### src/inc/win_decode_pkg.sv
// Constants, field layout and carrier types of the internal-to-PCI window decoder.
// Assumes a 64-bit register port with byte addresses and a 36-bit internal bus address.
//
// Operation
// - Window base registers hold internal-bus address bits 35:8, so bases sit on 256-byte steps.
// - Base bit 37 disables byte swapping for the window when set and enables it when clear.
// - The swap-disable bit resets to 1 in little endian mode and to 0 in big endian mode.
// - Base bit 36 applies endian transfer to accesses through the window when set.
// - The endian-transfer bit resets to 0 in little endian mode and to 1 in big endian mode.
// - In big endian mode a set swap-disable bit leaves 32-bit access byte order as swapped.
// - The memory space 2 base resets to zero, or to 0x0_1FC0_00 when booting from PCI.
// - The I/O window base has the same swap, transfer and base fields, its base resetting to 0.
// - Mask registers hold a mask for address bits 35:8 in bits 31:4 and reset to zero.
// - The memory space 2 mask resets to zero, or to 0x0_03FF_FF when booting from PCI.
// - Each window has a PCI base, bits 39:8, that supplies the PCI address of its cycles.
package win_decode_pkg;

  localparam int ADDR_W = 16;
  localparam int DATA_W = 64;

  localparam logic [ADDR_W-1:0] OFF_MEM2_GBASE = 16'hd130;
  localparam logic [ADDR_W-1:0] OFF_IO_GBASE   = 16'hd138;
  localparam logic [ADDR_W-1:0] OFF_MEM0_MASK  = 16'hd140;
  localparam logic [ADDR_W-1:0] OFF_MEM1_MASK  = 16'hd144;
  localparam logic [ADDR_W-1:0] OFF_MEM2_MASK  = 16'hd148;
  localparam logic [ADDR_W-1:0] OFF_MEM2_PBASE = 16'hd160;
  localparam logic [ADDR_W-1:0] OFF_IO_PBASE   = 16'hd168;

  localparam int SWAP_BIT  = 37;
  localparam int XFER_BIT  = 36;
  localparam int BASE_MSB  = 35;
  localparam int BASE_LSB  = 8;
  localparam int MASK_MSB  = 31;
  localparam int MASK_LSB  = 4;
  localparam int PBASE_MSB = 39;
  localparam int FIELD_W   = BASE_MSB - BASE_LSB + 1;
  localparam int PFIELD_W  = PBASE_MSB - BASE_LSB + 1;

  localparam logic [FIELD_W-1:0]  BASE_RST      = 28'h000_0000;
  localparam logic [FIELD_W-1:0]  MEM2_BOOT_RST = 28'h01F_C000;
  localparam logic [FIELD_W-1:0]  MASK_RST      = 28'h000_0000;
  localparam logic [FIELD_W-1:0]  MEM2_BOOT_MSK = 28'h003_FFFF;
  localparam logic [PFIELD_W-1:0] PBASE_RST     = 32'h0000_0000;

  typedef struct packed {
    logic [BASE_MSB:0] addr;
    logic              dword;
    logic [31:0]       data;
  } acc_req_t;

  typedef struct packed {
    logic               hitMem2;
    logic               hitIo;
    logic [PBASE_MSB:0] pciAddr;
    logic               swap;
    logic               endianXfer;
    logic [31:0]        data;
  } acc_rsp_t;

  typedef struct packed {
    logic               swapDisable;
    logic               endianXfer;
    logic [FIELD_W-1:0] base;
  } win_ctl_t;

endpackage : win_decode_pkg

### src/hw/pci_initiator_window_decode.sv
// Register file and address decode for memory space 2 and I/O windows of the
// internal-to-PCI initiator path, plus the mask registers of memory spaces 0..2.
// Assumes strap pins stable for at least three clocks before resetn is released,
// and an I/O mask supplied by the neighbouring register block.
`timescale 1ns/100ps
module pci_initiator_window_decode
  import win_decode_pkg::*;
(
  input  wire logic              ref_clk,
  input  wire logic              resetn,
  input  wire logic              strapBigEndian,
  input  wire logic              strapPciBoot,
  input  wire logic [ADDR_W-1:0] regAddr,
  input  wire logic [DATA_W-1:0] regWdata,
  input  wire logic              regWr,
  input  wire logic              regRd,
  output logic      [DATA_W-1:0] regRdata,
  input  wire logic              accValid,
  input  wire acc_req_t          accReq,
  input  wire logic [FIELD_W-1:0] ioMask,
  output logic                   rspValid,
  output acc_rsp_t               rsp,
  output logic     [FIELD_W-1:0] mem0Mask,
  output logic     [FIELD_W-1:0] mem1Mask
);

  ////////////////////////////////////////////////////////////////////////////
  // Strap synchronisers; stage one feeds stage two only
  logic [1:0] bigSync_r;
  logic [1:0] bootSync_r;
  wire logic  bigEndian = bigSync_r[1];
  wire logic  pciBoot   = bootSync_r[1];

  always_ff @(posedge ref_clk) begin
    bigSync_r  <= {bigSync_r[0], strapBigEndian};
    bootSync_r <= {bootSync_r[0], strapPciBoot};
  end

  ////////////////////////////////////////////////////////////////////////////
  // Register storage
  win_ctl_t            mem2Ctl_r;
  win_ctl_t            ioCtl_r;
  logic [FIELD_W-1:0]  mem0Mask_r;
  logic [FIELD_W-1:0]  mem1Mask_r;
  logic [FIELD_W-1:0]  mem2Mask_r;
  logic [PFIELD_W-1:0] mem2Pbase_r;
  logic [PFIELD_W-1:0] ioPbase_r;
  logic [DATA_W-1:0]   regRdata_r;

  wire logic selMem2G = regAddr == OFF_MEM2_GBASE;
  wire logic selIoG   = regAddr == OFF_IO_GBASE;
  wire logic selM0    = regAddr == OFF_MEM0_MASK;
  wire logic selM1    = regAddr == OFF_MEM1_MASK;
  wire logic selM2    = regAddr == OFF_MEM2_MASK;
  wire logic selM2P   = regAddr == OFF_MEM2_PBASE;
  wire logic selIoP   = regAddr == OFF_IO_PBASE;

  // Write data split into fields; reserved bits never reach storage
  wire win_ctl_t wrCtl = '{swapDisable: regWdata[SWAP_BIT],
                           endianXfer:  regWdata[XFER_BIT],
                           base:        regWdata[BASE_MSB:BASE_LSB]};
  wire logic [FIELD_W-1:0]  wrMask  = regWdata[MASK_MSB:MASK_LSB];
  wire logic [PFIELD_W-1:0] wrPbase = regWdata[PBASE_MSB:BASE_LSB];

  // Endian-mode and boot-mode dependent reset values
  wire win_ctl_t mem2Rst = '{swapDisable: ~bigEndian,
                             endianXfer:  bigEndian,
                             base: pciBoot ? MEM2_BOOT_RST : BASE_RST};
  wire win_ctl_t ioRst   = '{swapDisable: ~bigEndian,
                             endianXfer:  bigEndian,
                             base:        BASE_RST};
  wire logic [FIELD_W-1:0] mem2MaskRst = pciBoot ? MEM2_BOOT_MSK : MASK_RST;

  always_ff @(posedge ref_clk) begin
    if (!resetn) begin
      mem2Ctl_r   <= mem2Rst;
      ioCtl_r     <= ioRst;
      mem0Mask_r  <= MASK_RST;
      mem1Mask_r  <= MASK_RST;
      mem2Mask_r  <= mem2MaskRst;
      mem2Pbase_r <= PBASE_RST;
      ioPbase_r   <= PBASE_RST;
    end else if (regWr) begin
      if (selMem2G) mem2Ctl_r   <= wrCtl;
      if (selIoG)   ioCtl_r     <= wrCtl;
      if (selM0)    mem0Mask_r  <= wrMask;
      if (selM1)    mem1Mask_r  <= wrMask;
      if (selM2)    mem2Mask_r  <= wrMask;
      if (selM2P)   mem2Pbase_r <= wrPbase;
      if (selIoP)   ioPbase_r   <= wrPbase;
    end
  end

  ////////////////////////////////////////////////////////////////////////////
  // Read path: one cycle latency, unmapped and reserved bits read zero
  function automatic logic [DATA_W-1:0] ctlWord(input win_ctl_t c);
    logic [DATA_W-1:0] w;
    w = '0;
    w[SWAP_BIT] = c.swapDisable;
    w[XFER_BIT] = c.endianXfer;
    w[BASE_MSB:BASE_LSB] = c.base;
    return w;
  endfunction : ctlWord

  function automatic logic [DATA_W-1:0] maskWord(input logic [FIELD_W-1:0] m);
    logic [DATA_W-1:0] w;
    w = '0;
    w[MASK_MSB:MASK_LSB] = m;
    return w;
  endfunction : maskWord

  function automatic logic [DATA_W-1:0] pbaseWord(input logic [PFIELD_W-1:0] p);
    logic [DATA_W-1:0] w;
    w = '0;
    w[PBASE_MSB:BASE_LSB] = p;
    return w;
  endfunction : pbaseWord

  wire logic [DATA_W-1:0] rdMux =
      selMem2G ? ctlWord(mem2Ctl_r)      :
      selIoG   ? ctlWord(ioCtl_r)        :
      selM0    ? maskWord(mem0Mask_r)    :
      selM1    ? maskWord(mem1Mask_r)    :
      selM2    ? maskWord(mem2Mask_r)    :
      selM2P   ? pbaseWord(mem2Pbase_r)  :
      selIoP   ? pbaseWord(ioPbase_r)    : '0;

  always_ff @(posedge ref_clk) begin
    if (!resetn) regRdata_r <= '0;
    else         regRdata_r <= regRd ? rdMux : '0;
  end

  ////////////////////////////////////////////////////////////////////////////
  // Window match and translation
  function automatic logic winHit(input logic [FIELD_W-1:0] a,
                                  input logic [FIELD_W-1:0] b,
                                  input logic [FIELD_W-1:0] m);
    return ((a ^ b) & ~m) == '0;
  endfunction : winHit

  // Masked bits are window offset and pass through; the rest come from the PCI base
  function automatic logic [PBASE_MSB:0] xlate(input logic [BASE_MSB:0] a,
                                               input logic [PFIELD_W-1:0] p,
                                               input logic [FIELD_W-1:0] m);
    logic [PFIELD_W-1:0] mw;
    logic [PFIELD_W-1:0] aw;
    mw = {{(PFIELD_W-FIELD_W){1'b0}}, m};
    aw = {{(PFIELD_W-FIELD_W){1'b0}}, a[BASE_MSB:BASE_LSB]};
    return {(p & ~mw) | (aw & mw), a[BASE_LSB-1:0]};
  endfunction : xlate

  wire logic [FIELD_W-1:0] accField = accReq.addr[BASE_MSB:BASE_LSB];
  wire logic hitMem2 = winHit(accField, mem2Ctl_r.base, mem2Mask_r);
  wire logic hitIo   = winHit(accField, ioCtl_r.base, ioMask);

  // Memory space 2 wins when both windows claim the address
  wire win_ctl_t selCtl = hitMem2 ? mem2Ctl_r : ioCtl_r;
  wire logic [PBASE_MSB:0] selPci = hitMem2 ?
      xlate(accReq.addr, mem2Pbase_r, mem2Mask_r) :
      xlate(accReq.addr, ioPbase_r, ioMask);

  // Big endian dword accesses stay swapped even with swapping disabled
  wire logic doSwap = ~selCtl.swapDisable | (bigEndian & accReq.dword);
  wire logic [31:0] swapData = {accReq.data[7:0], accReq.data[15:8],
                                accReq.data[23:16], accReq.data[31:24]};

  wire acc_rsp_t rspNxt = '{hitMem2:    hitMem2,
                            hitIo:      hitIo & ~hitMem2,
                            pciAddr:    (hitMem2 | hitIo) ? selPci : '0,
                            swap:       doSwap,
                            endianXfer: selCtl.endianXfer,
                            data:       doSwap ? swapData : accReq.data};

  acc_rsp_t rsp_r;
  logic     rspValid_r;

  always_ff @(posedge ref_clk) begin
    if (!resetn) begin
      rspValid_r <= 1'b0;
      rsp_r      <= '0;
    end else begin
      rspValid_r <= accValid;
      if (accValid) rsp_r <= rspNxt;
    end
  end

  assign regRdata = regRdata_r;
  assign rspValid = rspValid_r;
  assign rsp      = rsp_r;
  assign mem0Mask = mem0Mask_r;
  assign mem1Mask = mem1Mask_r;

endmodule : pci_initiator_window_decode

### config.mk
export PLATFORM = sky130hd
export DESIGN_NAME = pci_initiator_window_decode
export DESIGN_NICKNAME = d
export VERILOG_FILES = /design/src/inc/win_decode_pkg.sv /design/src/hw/pci_initiator_window_decode.sv
export SDC_FILE = /design/constraint.sdc
export NUM_CORES = 1
export LEC_CHECK = 0
export ABC_AREA = 1
export BUFFER_PORTS_ARGS = -buffer_cell sky130_fd_sc_hd__buf_4
export CAP_MARGIN = 25
export CORE_MARGIN = 4
export CORE_UTILIZATION = 45
export DETAILED_ROUTE_END_ITERATION = 10
export GPL_ROUTABILITY_DRIVEN = 0
export GPL_TIMING_DRIVEN = 1
export PLACE_DENSITY = 0.66
export SYNTH_ARGS = -nofsm -noshare
export SYNTH_HDL_FRONTEND = slang
export SYNTH_SLANG_ARGS = --single-unit
### constraint.sdc
create_clock -name ref_clk -period 4.61 [get_ports ref_clk]
set_input_delay 0 -clock ref_clk [delete_from_list [all_inputs] [get_ports ref_clk]]
set_output_delay 0 -clock ref_clk [all_outputs]
set_load 0.05 [all_outputs]
==> Word-level counts from Yosys, hierarchy flattened <==
Cells that the tools add are included.
{ "word_totals": {"romBits": 0, "out_inout_bits": 197, "ramBits": 0, "register_bits": 353, "input_bits": 184, "n_memories": 0, "latchBits": 0} }
{ "classes": {"muxes": 22, "n_bitwise": 23, "order_cmp": 0, "shift": 0, "eq_ne": 11, "div": 0, "n_reduce_logical": 14, "multipliers": 0, "addsub": 0} }
{ "ops": {"columns": ["op", "count"], "rows": [
  ["$mux W30", 7],
  ["$mux W38", 5],
  ["$mux W40", 4],
  ["$and A28 B28 Y28", 4],
  ["$eq A16 B16 Y1 const B", 7],
  ["$mux W28", 3],
  ["$and A32 B32 Y32", 2],
  ["$not A28 Y32", 2],
  ["$or A32 B28 Y32", 2],
  ["$logic_not A28 Y1", 2],
  ["$not A28 Y28", 2],
  ["$xor A28 B28 Y28", 2],
  ["$mux W32", 1],
  ["$mux W21", 1],
  ["$mux W18", 1],
  ["$reduce_and A2 Y1", 9],
  ["$ne A2 B1 Y1 const B", 4],
  ["$reduce_or A8 Y1", 1],
  ["$reduce_or A7 Y1", 1],
  ["$not A1 Y1", 5],
  ["$reduce_or A4 Y1", 1],
  ["$and A1 B1 Y1", 2],
  ["$or A1 B1 Y1", 2]
]} }

==> Longest topological paths before layout <==
{ "depth": {"word_depth": 8, "ltp_mapped": 14, "depth_no_buf": 13} }

==> Worst setup path before layout <==
No wires, ideal clock.
{ "synth_path": {"kind": "in2reg", "start": "input port regAddr[9]", "end": "register mem2Ctl_r[0] (netlist bit) (enable)", "cell_stages": 8, "arrival_ns": 3.181, "required_time_ns": 4.151, "n_path_buf": 1, "slack_ns": 0.970, "cell_sequence": "nor2_1 -> nand3_1 -> nor2_4 -> nand3_4 -> nor2_2 -> inv_1 -> clkbuf_1 -> o21ai_0"} }
{ "synth_between": {"elab_chain_cells": 3} }
{ "synth_rtl": {"columns": ["item", "line_no", "source"], "rows": [
  ["start, declared", "pci_initiator_window_decode.sv:13", "input wire logic [ADDR_W-1:0] regAddr,"],
  ["$eq A16 B16 Y1", "pci_initiator_window_decode.sv:50", "wire logic selMem2G = regAddr == OFF_MEM2_GBASE;"],
  ["$ne A2 B1 Y1 (no source line)", null, null],
  ["$reduce_and A2 Y1 (no source line)", null, null],
  ["end signal, assigned", "pci_initiator_window_decode.sv:76", "mem2Ctl_r <= mem2Rst;"],
  ["end signal, assigned", "pci_initiator_window_decode.sv:84", "if (selMem2G) mem2Ctl_r <= wrCtl;"],
  ["end, declared", "pci_initiator_window_decode.sv:41", "win_ctl_t mem2Ctl_r;"]
]} }
No other way between the ends.
A chain may end at the register's enable or synchronous reset.

==> Final worst setup path <==
{ "layout_path": {"start": "register mem2Ctl_r[9] (netlist bit)", "end": "register rsp_r (netlist bit rsp[15])"} }
{ "layout_between": {"elab_chain_cells": 7} }
{ "layout_rtl": {"columns": ["item", "line_no", "source"], "rows": [
  ["$xor A28 B28 Y28", "pci_initiator_window_decode.sv:138", "return ((a ^ b) & ~m) == '0;"],
  ["$and A28 B28 Y28", "pci_initiator_window_decode.sv:138", null],
  ["$logic_not A28 Y1", "pci_initiator_window_decode.sv:138", null],
  ["$mux W30", "pci_initiator_window_decode.sv:157", "wire win_ctl_t selCtl = hitMem2 ? mem2Ctl_r : ioCtl_r;"],
  ["$not A1 Y1", "pci_initiator_window_decode.sv:163", "wire logic doSwap = ~selCtl.swapDisable | (bigEndian & accReq.dword);"],
  ["$or A1 B1 Y1", "pci_initiator_window_decode.sv:163", null],
  ["$mux W32", "pci_initiator_window_decode.sv:172", "data: doSwap ? swapData : accReq.data};"],
  ["end signal, assigned", "pci_initiator_window_decode.sv:183", "if (accValid) rsp_r <= rspNxt;"],
  ["end, declared", "pci_initiator_window_decode.sv:174", "acc_rsp_t rsp_r;"]
]} }
No other way between the ends.

==> qor.csv <==
stage,metric,value,unit
outcome,outcome,"complete, no violations",
drt,Final ANT Viol Nets,0,
setup_path,crit-path max cell delay,0.82,ns
cts,cells resized by post-CTS repair,0,
floorplan,core area,0.0336,mm^2
pwr,Peak VDD IR,244,uV
global_routing,vias in the first global route,15860,
pwr,Power Dens Cells,311,mW/mm^2
sta,fmax,259,MHz
floorplan,# IOs,381,
synthesis,number of synthesized register bits,325,
hold_path,Hold Path Class,input port to flop,
setup_path,crit-path most repeated cell,nand2_1,
sta,Final setup viols,0,
cells_and_area,most frequent cells in the layout,"nand2_1 (401), buf_4 (351), inv_1 (296)",
pwr,Overall Power,6.50,mW
global_routing,antenna violations before repair,0,
cells_and_area,"commonest non-fill, non-tap cell in the layout",nand2_1,
setup_path,Critical Path RT,4.97,ns
global_routing,Tot GR Track Use,32.0,%
synthesis,Syn Inst Count,2097,
synthesis,"Seq/Total Area, Yosys",46.2,%
cts,latest clock arrival within the worst-skew pair,0.52,ns
setup_path,CP bufs+invs,2,
synthesis,most common flop cell mapped by yosys,dfxtp_1,
drt,DR vias,16594,
sta,Slew Limit Fails,0,
cells_and_area,share of layout cells above drive strength 1,17.2,%
synthesis,"top cells by area, synth","dfxtp_1 (35%), edfxtp_1 (12%), nand2_1 (9.8%)",
cts,CTS Buffer Depth,3,
placed_design,hpwl dp,40.3,mm
floorplan,num rows,67,
synthesis,mean area per synthesized cell,7.33,um^2
sta,final hold vios,0,
global_routing,largest net degree at the start of global routing,78,
drt,DRC,0,
cts,CTS HTree Levels,2,
sta,Final Critical Period,3.86,ns
synthesis,Post-Syn Area,0.0154,mm^2
setup_path,crit path launch,mem2Ctl_r[9],
global_routing,GRT overflow,0,
cts,CTS tree,done,
floorplan,initial core utilization,45.7,%
setup_path,Critical-path top delay cell,nand3_2,
synthesis,share of flip-flops with an asynchronous set or reset,0,%
cells_and_area,Diodes inserted,0,
synthesis,Ys Warns,0,
setup_path,r2r endpoint,rsp[15],
cells_and_area,Area Overhead vs Synth,36.2,%
floorplan,die area,0.0372,mm^2
setup_path,crit path kind,flop to flop,
setup_path,critical-path cell list,inv_1 -> nand2_1 -> nand3_1 -> nand2_1 -> nor2_1 -> nand2_1 -> nor2_2 -> nand3_2 -> nand3_2 -> nand2_1 -> nand3_1 -> dlygate4sd3_1 -> a21oi_1,
floorplan,Die Wd,193,um
cts,Worst-path clk slew,0.06,ns
setup_path,reg2reg path depth,13,
cts,CTS Sinks,325,
sta,Clock Skews,0.0170,ns
synthesis,share of the synthesized area in the top cell type,34.5,%
drt,WL/cell,20.6,um
setup_path,R2R setup slack,0.75,ns
sta,Worst-Margin Slew,1.13,ns
setup_path,end of the critical path,rsp[15],
drt,Pre-antenna DRT Iters,5,
synthesis,"EDFF count, synth",60,
drt,initial drt markers,1534,
cts,number of CTS-inserted buffers,37,
drt,drt total wl,62.5,mm
cells_and_area,nets,2739,
setup_path,Crit Reg-Reg Startpoint,mem2Ctl_r[9],
setup_path,Crit path depth,13,
sta,total negative slack,0,ns
pwr,LEAKAGE,9.44,nW
sta,Slew HR,23.9,%
cts,Clock Tree Root,clkbuf_16,
setup_path,endpoint type of the worst setup path,flop,
synthesis,synth unique cells,43,
job,max_cap viols,0,
setup_path,CP top delay family,simple AND/OR/NAND/NOR gates,
synthesis,biggest area consumer among synthesized cells,dfxtp_1,
setup_path,startpoint types,flop,
setup_path,Crit path arrival time,4.22,ns
setup_path,crit-path max FO,33,
placed_design,port buffer count,324,
floorplan,die height,193,um
global_routing,first-pass GRT wire length,91.8,mm
drt,vias per cell,5.48,
sta,unrepaired setup endpoints after global routing,no,
sta,Final period util,83.8,%
## worst min-delay path, cell delays in order
cell and delay, ns:
buf_4 0.12, nand2_1 0.05, o21ai_0 0.11, a22oi_1 0.08, a21oi_1 0.14
## flip-flops by register name, indices dropped and copies added, names as in the netlist
name,flops
rsp,76
regRdata,36
ioPbase_r,32
mem2Pbase_r,32
ioCtl_r,30
mem2Ctl_r,30
mem0Mask,28
mem1Mask,28
mem2Mask_r,28
bigSync_r,2
bootSync_r,2
rspValid,1
## area by class of cell
cell class / count / area, um^2
sequential: 325 / 7110
multi-input combinational: 1351 / 6550
clock buffer: 57 / 1050
clock inverter: 7 / 32.5
tap: 448 / 561
timing repair buffer: 533 / 4480
fill: 3023 / 12700
inverter: 307 / 1150
## routing by layer
metal	part of all wire [%]	vias to the layer above	track usage, %
met2	46	946	51.9
li1	-	7757	-
met1	40	7744	42.2
met4	3.3	0	11.7
met5	0	-	0
met3	11	147	6.93
## cell families after synthesis
| group | Yosys count | synth area share, % |
|---|---|---|
| other | 1 | 0.0244 |
| and+or+nand+nor | 755 | 21.1 |
| AOI/OAI and AO/OA | 557 | 20.0 |
| xor gates and xnor gates | 11 | 0.627 |
| DFF | 325 | 46.2 |
| buffers and inverters | 448 | 12.0 |
## worst min-delay path by stage
stage	slack [ns]	from	to	cells after the start
4_1_cts	0.02	accReq[42]	rsp[43]	5
3_3_place_gp	0.11	strapPciBoot	bootSync_r[0]	1
5_1_grt	0.1	accReq[42]	rsp[43]	5
6_report	0.03	accReq[42]	rsp[43]	5
2_1_floorplan	0.03	strapBigEndian	bigSync_r[0]	0
3_5_place_dp	0.11	strapPciBoot	bootSync_r[0]	1
## Yosys cell counts (2+ instances only)
| master | number |
|---|---|
| o21ai_0 | 193 |
| nor3_1 | 4 |
| o221ai_1 | 5 |
| a211oi_1 | 41 |
| clkbuf_1 | 68 |
| inv_2 | 9 |
| nor2_2 | 6 |
| nand2_1 | 401 |
| o21bai_1 | 9 |
| nand3_1 | 108 |
| buf_1 | 7 |
| xnor2_1 | 11 |
| nand3_2 | 2 |
| o22ai_1 | 31 |
| a32oi_1 | 5 |
| a211oi_2 | 3 |
| edfxtp_1 | 60 |
| or2_0 | 2 |
| inv_1 | 296 |
| nand2_2 | 3 |
| clkinv_1 | 2 |
| dfxtp_1 | 265 |
| o211ai_1 | 8 |
| buf_2 | 33 |
| nand4_1 | 42 |
| nor2_4 | 7 |
| a22oi_1 | 13 |
| buf_4 | 32 |
| nor2_1 | 170 |
| a21oi_1 | 227 |
| nand3b_1 | 4 |
| o21ai_1 | 19 |
## report_power, final
part	switching (mW)	leakage, nW	internal (mW)
clock	1.15	0.532	1.56
combinational	0.480	6.18	0.297
sequential	0.0526	2.73	2.96
total	1.68	9.44	4.82
## stage by stage
stage                     worst slack [ns]  cell area [um^2]  instances  utilization [%]  hold slack, ns
after floorplan                      0.970             15500       2124                -          0.0277
after global placement                1.51             18000       2782             53.6           0.105
after detailed placement              1.45             18000       2782             53.6           0.106
after CTS                            0.959             20900       3026             62.1          0.0230
after global routing                 0.573             20900       3028             62.3          0.0966
final                                0.748             20900       3028             62.3          0.0294
## repair_timing
action,4_1_cts,5_1_grt
setup buffers,0,0
setup endpoints to repair,0,0
hold endpoints to repair,279,0
hold buffers,180,0
Power figures use the tool's default switching activity.
